`config.mk`:
```
export PLATFORM = sky130hd
export DESIGN_NAME = i2csd_regs
export DESIGN_NICKNAME = d
export VERILOG_FILES = /design/src/shared/i2csd_pkg.sv /design/src/verilog/i2csd_regs.sv
export SDC_FILE = /design/constraint.sdc
export NUM_CORES = 1
export LEC_CHECK = 0
export BUFFER_PORTS_ARGS = -buffer_cell sky130_fd_sc_hd__buf_2
export CAP_MARGIN = 15
export CORE_MARGIN = 3
export CORE_UTILIZATION = 40
export DETAILED_ROUTE_END_ITERATION = 10
export PLACE_DENSITY = 0.76
export SLEW_MARGIN = 15
export SYNTH_ARGS = -nofsm -noshare
export SYNTH_HDL_FRONTEND = slang
export SYNTH_SLANG_ARGS = --single-unit
```
`constraint.sdc`:
```
create_clock -name pclk -period 3.3 [get_ports pclk]
set_clock_uncertainty 0.1 [all_clocks]
set_input_delay 0.165 -clock pclk [delete_from_list [all_inputs] [get_ports pclk]]
set_output_delay 0.165 -clock pclk [all_outputs]
set_load 0.01 [all_outputs]
```
`src/shared/i2csd_pkg.sv`:
```
// Register map, field layout and carrier types of the status, divider and address block
package i2csd_pkg;

  // ==========================================================
  // Register offsets (byte addresses)
  localparam int unsigned      ADDR_W        = 12;
  localparam logic [11:0]      OFF_STATUS    = 12'h00C;
  localparam logic [11:0]      OFF_CLKDIV    = 12'h010;
  localparam logic [11:0]      OFF_SADDR     = 12'h014;
  localparam logic [11:0]      OFF_IRQ_FLAG  = 12'h040;
  localparam logic [11:0]      OFF_IRQ_MASK  = 12'h044;

  // ==========================================================
  // Field positions and widths
  localparam int unsigned      STATUS_W      = 9;
  localparam int unsigned      DIV_W         = 9;
  localparam int unsigned      SADDR_LSB     = 1;
  localparam int unsigned      SADDR_W       = 7;
  localparam int unsigned      IRQ_W         = 3;
  localparam int unsigned      BIT_RX_WAIT   = 8;
  localparam int unsigned      BIT_TX_EMPTY  = 7;
  localparam int unsigned      BIT_TX_FIN    = 6;

  // ==========================================================
  // Reset values
  localparam logic [8:0]       DIV_RST       = 9'h000;
  localparam logic [6:0]       SADDR_RST     = 7'h00;
  localparam logic             TX_EMPTY_RST  = 1'h1;
  localparam logic [2:0]       IRQ_RST       = 3'h0;

  // ==========================================================
  // Carrier types
  // Queued bus actions, ordered as status bits 5..0
  typedef struct packed {
    logic abort_queued;
    logic continue_queued;
    logic nack_queued;
    logic ack_queued;
    logic stop_queued;
    logic start_queued;
  } i2csd_act_t;

  // Status word bits 8..0
  typedef struct packed {
    logic       rx_byte_waiting;
    logic       tx_holding_empty;
    logic       tx_finished;
    i2csd_act_t queued;
  } i2csd_status_t;

  // Buffer levels and transmission events from the controller core
  typedef struct packed {
    logic rx_not_empty;
    logic tx_empty;
    logic tx_begin;
    logic tx_end;
  } i2csd_buf_t;

  // Interrupt flag and mask layout
  typedef struct packed {
    logic tx_empty_ev;
    logic tx_fin_ev;
    logic rx_ev;
  } i2csd_irq_t;

  typedef enum {SEL_NONE, SEL_STATUS, SEL_CLKDIV, SEL_SADDR, SEL_FLAG, SEL_MASK} i2csd_sel_t;

  // Whole state of the block
  typedef struct packed {
    logic [31:0]   prdata;
    logic          pready;
    logic          pslverr;
    i2csd_status_t status;
    logic [8:0]    div;
    logic [6:0]    saddr;
    i2csd_irq_t    flag;
    i2csd_irq_t    mask;
    logic          irq;
    logic [8:0]    tick_cnt;
    logic          tick;
  } i2csd_state_t;

endpackage : i2csd_pkg

```
`src/verilog/i2csd_regs.sv`:
```
// Status, clock divider and own target address registers of the two-wire bus controller
//
// Decided for this implementation: the APB register port.
`timescale 1ns/10ps
`default_nettype none

module i2csd_regs
  import i2csd_pkg::*;
(
  input  wire logic                     pclk,
  input  wire logic                     presetn,
  input  wire logic                     psel,
  input  wire logic                     penable,
  input  wire logic                     pwrite,
  input  wire logic [i2csd_pkg::ADDR_W-1:0] paddr,
  input  wire logic [31:0]              pwdata,
  output logic      [31:0]              prdata,
  output logic                          pready,
  output logic                          pslverr,
  input  wire i2csd_pkg::i2csd_buf_t    buf_state,
  input  wire i2csd_pkg::i2csd_act_t    act_request,
  input  wire i2csd_pkg::i2csd_act_t    act_done,
  output i2csd_pkg::i2csd_status_t      status,
  output logic      [8:0]               clk_div,
  output logic      [6:0]               own_addr,
  output logic                          scl_tick,
  output logic                          irq
);
  import i2csd_pkg::*;

  // ==========================================================
  // Address decode
  function automatic i2csd_sel_t decode(input logic [ADDR_W-1:0] a);
    if (a == OFF_STATUS) begin
      return SEL_STATUS;
    end else if (a == OFF_CLKDIV) begin
      return SEL_CLKDIV;
    end else if (a == OFF_SADDR) begin
      return SEL_SADDR;
    end else if (a == OFF_IRQ_FLAG) begin
      return SEL_FLAG;
    end else if (a == OFF_IRQ_MASK) begin
      return SEL_MASK;
    end else begin
      return SEL_NONE;
    end
  endfunction : decode

  i2csd_state_t st;
  i2csd_state_t next_st;
  i2csd_sel_t   sel;
  logic         setup;
  logic         access;
  logic         wr;
  i2csd_irq_t   ev;

  assign sel    = decode(paddr);
  assign setup  = psel && !penable;
  assign access = psel && penable && st.pready;
  assign wr     = access && pwrite;

  // ==========================================================
  // Next state
  always_comb begin
    next_st = st;

    // Buffer levels follow the core
    next_st.status.rx_byte_waiting  = buf_state.rx_not_empty;
    next_st.status.tx_holding_empty = buf_state.tx_empty;

    // Set wins over clear
    if (buf_state.tx_end && buf_state.tx_empty) begin
      next_st.status.tx_finished = 1'b1;
    end else if (buf_state.tx_begin) begin
      next_st.status.tx_finished = 1'b0;
    end

    // Queued actions: request sets, completion clears, request wins
    next_st.status.queued = (st.status.queued & ~act_done) | act_request;

    // Rising edges raise interrupt events
    ev.rx_ev       = next_st.status.rx_byte_waiting  && !st.status.rx_byte_waiting;
    ev.tx_fin_ev   = next_st.status.tx_finished      && !st.status.tx_finished;
    ev.tx_empty_ev = next_st.status.tx_holding_empty && !st.status.tx_holding_empty;

    // APB answer one cycle after setup
    next_st.pready  = setup;
    next_st.pslverr = setup && (sel == SEL_NONE);
    if (setup && !pwrite) begin
      if (sel == SEL_STATUS) begin
        next_st.prdata = {{(32 - STATUS_W){1'b0}}, st.status};
      end else if (sel == SEL_CLKDIV) begin
        next_st.prdata = {{(32 - DIV_W){1'b0}}, st.div};
      end else if (sel == SEL_SADDR) begin
        next_st.prdata = {24'h000000, st.saddr, 1'b0};
      end else if (sel == SEL_FLAG) begin
        next_st.prdata = {{(32 - IRQ_W){1'b0}}, st.flag};
      end else if (sel == SEL_MASK) begin
        next_st.prdata = {{(32 - IRQ_W){1'b0}}, st.mask};
      end else begin
        next_st.prdata = 32'h00000000;
      end
    end else if (setup) begin
      next_st.prdata = 32'h00000000;
    end

    // Register writes; status writes fall through unused
    next_st.flag = st.flag;
    if (wr && sel == SEL_CLKDIV) begin
      next_st.div = pwdata[DIV_W-1:0];
    end else if (wr && sel == SEL_SADDR) begin
      next_st.saddr = pwdata[SADDR_LSB +: SADDR_W];
    end else if (wr && sel == SEL_FLAG) begin
      next_st.flag = st.flag & ~i2csd_irq_t'(pwdata[IRQ_W-1:0]);
    end else if (wr && sel == SEL_MASK) begin
      next_st.mask = i2csd_irq_t'(pwdata[IRQ_W-1:0]);
    end
    next_st.flag = next_st.flag | ev;
    next_st.irq  = |(next_st.flag & next_st.mask);

    // Serial rate tick, every div+1 cycles
    if (st.tick_cnt >= st.div) begin
      next_st.tick_cnt = 9'h000;
      next_st.tick     = 1'b1;
    end else begin
      next_st.tick_cnt = st.tick_cnt + 9'h001;
      next_st.tick     = 1'b0;
    end
  end

  // ==========================================================
  // State register
  always_ff @(posedge pclk or negedge presetn) begin
    if (!presetn) begin
      st                         <= '0;
      st.status.tx_holding_empty <= TX_EMPTY_RST;
      st.div                     <= DIV_RST;
      st.saddr                   <= SADDR_RST;
      st.flag                    <= IRQ_RST;
      st.mask                    <= IRQ_RST;
    end else begin
      st <= next_st;
    end
  end

  assign prdata   = st.prdata;
  assign pready   = st.pready;
  assign pslverr  = st.pslverr;
  assign status   = st.status;
  assign clk_div  = st.div;
  assign own_addr = st.saddr;
  assign scl_tick = st.tick;
  assign irq      = st.irq;

  // ==========================================================
  // Checks
  property p_rx_wait;
    @(posedge pclk) disable iff (!presetn)
      buf_state.rx_not_empty |=> status.rx_byte_waiting;
  endproperty
  a_rx_wait: assert property (p_rx_wait) else $error("rx waiting bit missed data");

  property p_rx_clear;
    @(posedge pclk) disable iff (!presetn)
      !buf_state.rx_not_empty |=> !status.rx_byte_waiting;
  endproperty
  a_rx_clear: assert property (p_rx_clear) else $error("rx waiting bit stuck");

  property p_tx_empty;
    @(posedge pclk) disable iff (!presetn)
      ##1 status.tx_holding_empty == $past(buf_state.tx_empty);
  endproperty
  a_tx_empty: assert property (p_tx_empty) else $error("tx empty bit wrong");

  property p_tx_fin_set;
    @(posedge pclk) disable iff (!presetn)
      (buf_state.tx_end && buf_state.tx_empty) |=> status.tx_finished;
  endproperty
  a_tx_fin_set: assert property (p_tx_fin_set) else $error("tx finished not set");

  property p_tx_fin_clr;
    @(posedge pclk) disable iff (!presetn)
      (buf_state.tx_begin && !(buf_state.tx_end && buf_state.tx_empty))
        |=> !status.tx_finished;
  endproperty
  a_tx_fin_clr: assert property (p_tx_fin_clr) else $error("tx finished not cleared");

  property p_start_stop;
    @(posedge pclk) disable iff (!presetn)
      (act_request.start_queued || act_request.stop_queued)
        |=> (status.queued.start_queued || !$past(act_request.start_queued))
         && (status.queued.stop_queued || !$past(act_request.stop_queued));
  endproperty
  a_start_stop: assert property (p_start_stop) else $error("start/stop not queued");

  property p_ack_hold;
    @(posedge pclk) disable iff (!presetn)
      (status.queued.ack_queued && !act_done.ack_queued) |=> status.queued.ack_queued;
  endproperty
  a_ack_hold: assert property (p_ack_hold) else $error("ack dropped while queued");

  property p_nack_done;
    @(posedge pclk) disable iff (!presetn)
      (act_done.nack_queued && !act_request.nack_queued) |=> !status.queued.nack_queued;
  endproperty
  a_nack_done: assert property (p_nack_done) else $error("nack kept after done");

  property p_abort;
    @(posedge pclk) disable iff (!presetn)
      act_request.abort_queued |=> status.queued.abort_queued;
  endproperty
  a_abort: assert property (p_abort) else $error("abort not queued");

  property p_cont;
    @(posedge pclk) disable iff (!presetn)
      (!act_request.continue_queued && !status.queued.continue_queued)
        |=> !status.queued.continue_queued;
  endproperty
  a_cont: assert property (p_cont) else $error("continue raised from nothing");

  property p_div_write;
    @(posedge pclk) disable iff (!presetn)
      (psel && penable && pready && pwrite && paddr == OFF_CLKDIV)
        |=> clk_div == $past(pwdata[8:0]);
  endproperty
  a_div_write: assert property (p_div_write) else $error("divider write lost");

  property p_tick_zero;
    @(posedge pclk) disable iff (!presetn)
      (clk_div == 9'h000) [*2] |=> scl_tick;
  endproperty
  a_tick_zero: assert property (p_tick_zero) else $error("tick missing at divider zero");

  property p_addr_write;
    @(posedge pclk) disable iff (!presetn)
      (psel && penable && pready && pwrite && paddr == OFF_SADDR)
        |=> own_addr == $past(pwdata[7:1]);
  endproperty
  a_addr_write: assert property (p_addr_write) else $error("address write lost");

  property p_status_ro;
    @(posedge pclk) disable iff (!presetn)
      (psel && penable && pready && pwrite && paddr == OFF_STATUS)
        |=> $stable(clk_div) && $stable(own_addr);
  endproperty
  a_status_ro: assert property (p_status_ro) else $error("status write had effect");

  property p_ready;
    @(posedge pclk) disable iff (!presetn)
      (psel && !penable) |=> pready ##1 !pready;
  endproperty
  a_ready: assert property (p_ready) else $error("apb answer timing wrong");

endmodule : i2csd_regs

`default_nettype wire

```
=== Word-level counts from Yosys, hierarchy flattened ===
Index checks and enable logic that the tools add are counted.

* $lt $le $gt $ge: 1
* Mux-type cells: 20
* Equal/unequal tests: 10
* Reduce and logical (&&, ||, !) cells: 23
* Bitwise gates (word level): 8
* Add/subtract/negate cells: 1

{| class="wikitable"
|+ Operators by type and width
! kind !! number
|-
| $mux 32 || 3
|-
| $eq 32x3->1 const B || 2
|-
| $eq 32x4->1 const B || 2
|-
| $eq 32x2->1 const B || 1
|-
| $logic_not 32->1 || 1
|-
| $mux 3 || 9
|-
| $eq 12x5->1 const B || 2
|-
| $eq 12x7->1 const B || 2
|-
| $mux 9 || 2
|-
| $logic_and 1x1->1 || 14
|-
| $eq 12x4->1 const B || 1
|-
| $mux 6 || 2
|-
| $mux 10 || 1
|-
| $add 9x1->9 const B || 1
|-
| $ge 9x9->1 || 1
|-
| $mux 8 || 1
|-
| $and 3x3->3 || 2
|-
| $and 6x6->6 || 1
|-
| $not 6->6 || 1
|-
| $or 6x6->6 || 1
|-
| $logic_not 1->1 || 5
|-
| $not 3->3 || 1
|-
| $or 3x3->3 || 1
|-
| $reduce_or 3->1 || 1
|-
| other kinds (4) || 5
|}

* Flip-flop bits (word level): 76
* Input port bits: 65
* Output and inout port bits: 61
* Word-level logic and storage cells: 86

=== Depth between registers and ports, before layout ===
Gate-level depths: netlist (run 1).

* Depth after elaboration: 15
* Mapped depth: 8
* Mapped depth without buffers: 7

=== Least setup slack after synthesis (run 1) ===
No wires, ideal clock.

* Path kind: in2reg
* From: input paddr[1] (netlist bit)
* To: register st (netlist bit clk_div[0])
* Required time: 3.075 ns
* Library setup time: 0.125 ns
* Path buffers: 1
* Data arrival time: 1.892 ns
* Cell stages on the path: 6
* Slack: 1.183 ns
* Cells stage by stage: or4_4 -> or3_4 -> nor3_4 -> and2_4 -> buf_12 -> mux2_4

* Word-level cells in the longest chain between the ends: 8
* Elaborated cells between the ends (all ways): 12
* Classes of those cells: 6 x eq/ne; 5 x mux; 1 x reduce/logical

{| class="wikitable"
|+ RTL lines
! item !! RTL line !! text
|-
| from (decl) || i2csd_regs.sv:15 || <nowiki>input wire logic [i2csd_pkg::ADDR_W-1:0] paddr,</nowiki>
|-
| $eq 12x7->1 || i2csd_regs.sv:42 || <nowiki>end else if (a == OFF_IRQ_MASK) begin</nowiki>
|-
| $mux 3 || i2csd_regs.sv:42 ||
|-
| $mux 3 || i2csd_regs.sv:40 || <nowiki>end else if (a == OFF_IRQ_FLAG) begin</nowiki>
|-
| $mux 3 || i2csd_regs.sv:38 || <nowiki>end else if (a == OFF_SADDR) begin</nowiki>
|-
| $mux 3 || i2csd_regs.sv:36 || <nowiki>end else if (a == OFF_CLKDIV) begin</nowiki>
|-
| $mux 32 (*) || i2csd_regs.sv:34 || <nowiki>if (a == OFF_STATUS) begin</nowiki>
|-
| $eq 32x3->1 (*) || i2csd_regs.sv:109 || <nowiki>if (wr && sel == SEL_CLKDIV) begin</nowiki>
|-
| $logic_and 1x1->1 (*) || i2csd_regs.sv:109 ||
|-
| to (signal assigned) || i2csd_regs.sv:142 || <nowiki>st <= next_st;</nowiki>
|-
| to (decl) || i2csd_regs.sv:49 || <nowiki>i2csd_state_t st;</nowiki>
|}

Every way passes the cells marked *; elsewhere a longest branch is shown, timed or not.
A chain may end at the register's enable or synchronous reset.

=== Final worst setup path (run 1) ===
* From: input paddr[1] (netlist bit)
* To: register st (netlist bit prdata[3])

* Word-level cells in the longest chain between the ends: 11
* Elaborated cells between the ends (all ways): 17
* Classes of those cells: 8 x eq/ne; 9 x mux

{| class="wikitable"
|+ RTL lines
! item !! RTL line !! text
|-
| $eq 12x7->1 || i2csd_regs.sv:42 ||
|-
| $mux 3 || i2csd_regs.sv:42 ||
|-
| $mux 3 || i2csd_regs.sv:40 ||
|-
| $mux 3 || i2csd_regs.sv:38 ||
|-
| $mux 3 || i2csd_regs.sv:36 ||
|-
| $mux 32 (*) || i2csd_regs.sv:34 ||
|-
| $eq 32x3->1 || i2csd_regs.sv:94 || <nowiki>end else if (sel == SEL_SADDR) begin</nowiki>
|-
| $mux 8 || i2csd_regs.sv:94 ||
|-
| $mux 9 || i2csd_regs.sv:92 || <nowiki>end else if (sel == SEL_CLKDIV) begin</nowiki>
|-
| $mux 9 (*) || i2csd_regs.sv:90 || <nowiki>if (sel == SEL_STATUS) begin</nowiki>
|-
| $mux 32 (*) || i2csd_regs.sv:89 || <nowiki>if (setup && !pwrite) begin</nowiki>
|}

Marked as above.

==> impl_metrics.csv, run 1 <==
group,metric,value,unit
yosys,synthSimpleGateAreaFrac,0.134,
critical_path,critPathMaxFanout,8,
clocking,cts.sinks,53,
yosys,synth_warnings,0,
critical_path,r2r_slack,1.18,ns
clocking,cts_htree_levels,2,
global_routing,grt_first_pass_wirelength,10.9,mm
global_routing,grt_use_met3,0.0346,
clocking,root_buffer,"clkbuf_8",
finish,final_nets,424,
pwr,power_per_cell_area,407,nW/um^2
yosys,synth_compound_area_frac,0.103,
route,antenna_left,0,
pwr,switching_share,0.287,
critical_path,r2r_end,"st[6]",
global_routing,grt_max_degree,33,
route,drt_wl_total,6.71,mm
critical_path,cp-start-kind,"input port",
route,drcViolationCount,0,
yosys,ys_ff_latch,53,
finish,diodes,0,
sta,worst_slack,1.14,ns
global_routing,grt_use_met2,0.283,
placement,dp_slack,0.812,ns
critical_path,startpoint,"paddr[1]",
clocking,cts_setup_buffers,0,
critical_path,worst-endpoint-required,3.44,ns
clocking,cts_tree,"built",
pwr,leakage,1.74,nW
floorplanning,initial_core_util,0.416,
floorplanning,ioPinCount,126,
sta,fin_crit,2.16,ns
pwr,p_clk_frac,0.284,
clocking,post_cts_resized,0,
finish,synthToLayoutAreaGrowth,13.0,%
pwr,vdd_drop_max,188,uV
clocking,cts_hold_buf,14,
sta,relSlewSlack,0.528,
clocking,cts_buffers,5,
sta,fmax,463,MHz
floorplanning,rows,31,
global_routing,grt_util_met1,0.201,
clocking,clkLatencyLatePin,0.30,ns
route,initialDrtViolationCount,57,
worst_hold_path,min_path_cells,2,
yosys,synthDistinctLibCells,46,
pwr,combinationalPowerShare,0.189,
floorplanning,die_area,8670,um^2
critical_path,r2r_start,"st[1]",
yosys,yosysSeqAreaShare,0.438,
sta,maxSlewViolCount,0,
worst_hold_path,hp-class,"input port to flop",
yosys,synth_top_family_by_area,"buffers and inverters",
clocking,clock_path_buffers,2,
global_routing,grtUsageTotal,0.160,
floorplanning,die_x,93.1,um
clocking,path_clk_slew,0.09,ns
yosys,syn_inst,287,
route,drt-vias-per-instance,4.84,
run_status,outcome,"completed",
yosys,synthMuxAreaShare,0.0821,
placement,dpl.hpwl,5.20,mm
critical_path,setup.worst_path.end_class,"flop",
sta,rsz0062_at_grt,"false",
critical_path,reg2reg_depth,7,
critical_path,crit_end,"prdata[3]",
pwr,seqPwrFrac,0.527,
finish,fin_util,0.470,
sta,finalHoldViolCount,0,
sta,post-route-period-util,0.654,
sta,worstMarginPinSlew,0.709,ns
critical_path,arrival,2.30,ns
yosys,synth_area,3030,um^2
global_routing,overflow,0,
route,avgRoutedWirePerCell,15.0,um
yosys,synthAdderAreaFrac,0.0412,
floorplanning,core-area,7290,um^2
yosys,postSynthAreaPerCell,10.6,um^2
pwr,intPower,995,uW
pwr,p_sw,400,uW
route,vias,2173,
global_routing,top_usage_layer,"met2",
yosys,synth_xor_area_frac,0.0202,
floorplanning,die_h,93.1,um
placement,gp_congestion,0.797,
finish,drive_above_1_share,0.331,
global_routing,antenna_found_initial,0,
global_routing,grt_pass1_vias,2218,
sta,setup_tns,0,ns
route,drt-pass1-iter-count,4,
sta,setup_viol,0,
run,cap_violations,0,
placement,port_buffers,79,
critical_path,setup.worst_path.class,"input port to flop",
[cells by family (layout without fill, tap and decap cells)]
| kind of cell | after synthesis | count (layout) |
|---|---|---|
| buffers and inverters | 85 | 126 |
| AND/OR/NAND/NOR | 67 | 67 |
| flip-flops | 53 | 53 |
| AO/OA/AOI/OAI | 44 | 44 |
| multiplexers | 20 | 20 |
| adder cells (fa/ha/maj) | 10 | 10 |
| XOR/XNOR | 7 | 7 |
| other | 1 | 23 |
[power by group through the flow]
stage | Sequential, mW | Clock (mW) | Combinational, mW
floorplan | 0.738 | 0 | 0.191
global placement | 0.746 | 0 | 0.243
detailed placement | 0.747 | 0 | 0.254
CTS | 0.734 | 0.406 | 0.268
global route | 0.743 | 0.438 | 0.297
finish | 0.735 | 0.397 | 0.263
[per-layer routing]
layer / part of all wire / wire length [um]
met1: 0.41 / 2780
met2: 0.50 / 3370
met3: 0.075 / 502
met4: 0.0088 / 59
met5: 0 / 0
[layout by cell type (no fill, tap or decap), drive strengths merged, types with 3 or more instances in the layout]
| master | n |
|---|---|
| mux2 | 18 |
| clkbuf | 7 |
| nor2 | 16 |
| ha | 10 |
| dlygate4sd3 | 14 |
| nor4 | 5 |
| conb | 23 |
| nor3 | 5 |
| nand2b | 6 |
| a32oi | 5 |
| a21o | 6 |
| a221o | 6 |
| inv | 23 |
| xor2 | 6 |
| a31oi | 3 |
| dfrtp | 52 |
| buf | 81 |
| nand4 | 4 |
| nand3 | 6 |
| o21ai | 13 |
| nand2 | 11 |
| a21oi | 3 |
[area by class of cell]
type	count	area, um^2
Clock buffer	7	96.3
Sequential cell	53	1330
Timing Repair Buffer	95	551
Tap cell	99	124
Clock inverter	1	5.00
Multi-Input combinational cell	171	1240
Fill cell	717	3860
Inverter	23	86.3
[state kept, by name, indices dropped and copies added, names as in the netlist]
name,flops
clk_div,9
irq,1
own_addr,7
prdata,9
pready,1
pslverr,1
scl_tick,1
st,15
status,9
[worst min path at each step]
stage               from          to  slack [ns]
6_report       pwdata[6]  clk_div[6]        0.01
5_1_grt        pwdata[6]  clk_div[6]       0.009
4_1_cts        pwdata[6]  clk_div[6]       0.002
3_5_place_dp     presetn    scl_tick        0.16
3_3_place_gp     presetn    scl_tick        0.15
2_1_floorplan    presetn  clk_div[0]       -0.23
[cells in the mapped netlist (all sizes together)]
cell type,number,share of area
buf,58,0.15
dfrtp,52,0.43
inv,23,0.028
mux2,18,0.075
nor2,16,0.020
o21ai,13,0.021
nand2,11,0.014
ha,10,0.041
a21o,6,0.015
a221o,6,0.020
nand2b,6,0.012
nand3,6,0.012
xor2,6,0.017
a32oi,5,0.014
nor3,5,0.012
nor4,5,0.015
clkbuf,4,0.0049
nand4,4,0.0082
a21oi,3,0.0049
a31oi,3,0.0062
a21boi,2,0.0049
and2,2,0.0050
mux2i,2,0.0066
nand4b,2,0.0058
nor2b,2,0.0041
o221ai,2,0.0058
or4,2,0.0074
a2111oi,1,0.0029
a22oi,1,0.0025
a31o,1,0.0029
and3,1,0.0021
and4,1,0.0029
conb,1,0.0012
dfstp,1,0.0087
nand4bb,1,0.0037
nor4b,1,0.0029
nor4bb,1,0.0033
o21a,1,0.0025
or3,1,0.0037
xnor2,1,0.0029
[worst max-delay path: stages]
cell      delay (ns)
buf_2           0.10
or4_4           0.57
nor4_4          0.59
nand2b_1        0.20
nor2_1          0.43
a221o_1         0.24
[through the flow]
step                cell area [um^2]  hold slack (ns)  instances  power, mW
floorplan                       3120           -0.231        309      0.929
global route                    3430          0.00923        449       1.48
CTS                             3430          0.00224        449       1.41
detailed placement              3190            0.161        427       1.00
global placement                3190            0.154        427      0.989
finish                          3430           0.0110        449       1.39
(Power assumes the default switching activity.)
==> run 2, diff against run 1 <==
Clock period 3.3 ns to 2.09 ns, I/O delays scaled along.
==> run 2 against run 1 <==
  * Highest routed layer unchanged
  * First-iteration DRC count is 93% higher
  * Hold slack worse by 0.0085 ns
  * Critical path type is now flop to flop
  * Setup slack worse by 1.1 ns
  * Global-route usage is 1.2 points higher
  * Clock power is 44% higher
==> impl_metrics.csv, run 2 (same netlist as run 1, synthesis figures left out) <==
group,metric,value,unit
critical_path,critPathMaxStageDelay,0.40,ns
pwr,total_power,2.21,mW
critical_path,critPathMaxFanout,10,
floorplanning,die_x,93.1,um
critical_path,worst-path-buf-inv,0,
placement,dpl.hpwl,5.43,mm
floorplanning,ioPinCount,126,
floorplanning,core-area,7290,um^2
route,vias,2319,
clocking,clock_path_buffers,2,
sta,worstMarginPinSlew,0.812,ns
pwr,power_per_cell_area,603,nW/um^2
sta,relSlewSlack,0.458,
global_routing,grt_first_pass_wirelength,11.5,mm
clocking,cts.sinks,53,
global_routing,grt_max_degree,38,
finish,diodes,0,
critical_path,r2r_start,"clk_div[0]",
critical_path,setup.worst_path.class,"flop to flop",
sta,hold_ws,0.00248,ns
finish,top_register,"st",
pwr,leakage,1.85,nW
route,drt-pass1-iter-count,4,
sta,fmax,492,MHz
pwr,vdd_drop_max,309,uV
worst_hold_path,hp-class,"input port to flop",
finish,drive_above_1_share,0.347,
sta,finalHoldViolCount,0,
critical_path,r2r_slack,0.06,ns
floorplanning,die_h,93.1,um
sta,fin_crit,2.03,ns
sta,post-route-period-util,0.972,
critical_path,arrival,2.17,ns
worst_hold_path,holdPathEnd,"pready",
route,drcViolationCount,0,
clocking,path_clk_slew,0.09,ns
floorplanning,rows,31,
route,avgRoutedWirePerCell,15.0,um
clocking,clkLatencyLatePin,0.31,ns
finish,synthToLayoutAreaGrowth,20.9,%
worst_hold_path,hold_start,"psel",
route,drt_wl_total,7.14,mm
route,initialDrtViolationCount,110,
clocking,cts_setup_buffers,0,
worst_hold_path,min_path_cells,3,
critical_path,worstPathCellList,"ha_1 -> nand2b_1 -> a2111oi_2 -> o21ai_0 -> a31o_2 -> nor2_1",
global_routing,antenna_found_initial,0,
placement,port_buffers,79,
finish,final_cell_mix,"buf_2, dfrtp_1, dlygate4sd3_1",
clocking,cts_htree_levels,2,
global_routing,grt_pass1_vias,2397,
run,cap_violations,0,
global_routing,overflow,0,
critical_path,path_delay_family,"compound AO/OA/AOI/OAI gates",
placement,dp_cells,441,
floorplanning,die_area,8670,um^2
sta,maxSlewViolCount,0,
clocking,cts_tree,"built",
critical_path,slowest_stage,"dfrtp_1",
run_status,outcome,"completed",
placement,gp_congestion,0.820,
floorplanning,initial_core_util,0.416,
critical_path,reg2reg_depth,6,
clocking,root_buffer,"clkbuf_8",
route,drt-vias-per-instance,4.86,
finish,layout_commonest_cell,"buf_2",
finish,final_cells,477,
global_routing,grtUsageTotal,0.172,
critical_path,worst-endpoint-required,2.23,ns
sta,setup_viol,0,
finish,largest_register_ff_count,15,
critical_path,setup.worst_path.end_class,"flop",
finish,final_nets,452,
finish,n_fill_cell,684,
clocking,cts_buffers,5,
critical_path,cp-start-kind,"flop",
sta,setup_tns,0,ns
route,antenna_left,0,
critical_path,r2r_end,"st[3]",
## run 2: changes by cell type in the layout (fill, tap and decap cells not counted)
cell           before  now
clkbuf_8            7    5
a2111oi_0           1    0
buf_4               2   16
clkinv_2            1    2
nor4_2              0    1
dlygate4sd3_1      14   28
a2111oi_2           0    1
nor4_1              4    3
clkbuf_1            0    1
## run 2: cell type report
cell class                      instances  area [um^2]  share of cell area
Multi-Input combinational cell        171         1250               0.341
Clock inverter                          2         10.0             0.00273
Clock buffer                            6         72.6              0.0198
Timing Repair Buffer                  123          796               0.217
Inverter                               23         86.3              0.0235
Tap cell                               99          124              0.0338
Sequential cell                        53         1330               0.362
## run 2: worst reg2reg max path: cells and delay by family (launching register included)
kind	cells	cell delay [ns]
flip-flops	1	0.40
adder cells (fa/ha/maj)	1	0.28
AND/OR/NAND/NOR	2	0.29
AO/OA/AOI/OAI	3	0.89
## run 2: worst max path at each step
stage / from / endpoint / slack (ns) / cells past startpoint
2_1_floorplan: paddr[1] / clk_div[0] / 0.03 / 6
3_3_place_gp: paddr[1] / clk_div[7] / -0.05 / 6
3_5_place_dp: paddr[1] / clk_div[6] / -0.08 / 6
4_1_cts: clk_div[0] / st[3] / 0.03 / 6
5_1_grt: clk_div[0] / st[4] / -0.01 / 6
6_report: clk_div[0] / st[3] / 0.06 / 6
## run 2: repair_timing
item	CTS	global route
resized for setup	1	2
endpoints found under the hold margin	62	0
hold buffers	28	0
endpoints found under the setup margin	2	11
## run 2: layer usage
metal | vias to the layer above | wire length [um] | track usage
met3 | 20 | 530 | 0.0459
met4 | 0 | 223 | 0.0769
met5 | - | 0 | 0
met2 | 91 | 3480 | 0.287
met1 | 1112 | 2900 | 0.209
li1 | 1096 | - | -
## run 2: power breakdown
group	switching (mW)	internal, mW	total (mW)	leakage, nW
registers	0.0588	1.09	1.15	0.678
clock network	0.337	0.233	0.570	0.0450
logic	0.268	0.226	0.495	1.13
## run 2: stage by stage
step	setup WS [ns]	utilization	cell area, um^2
global route	-0.00960	0.503	3670
detailed placement	-0.0804	0.452	3290
floorplan	0.0336	-	3120
global placement	-0.0465	0.452	3290
CTS	0.0300	0.502	3660
finish	0.0577	0.503	3670
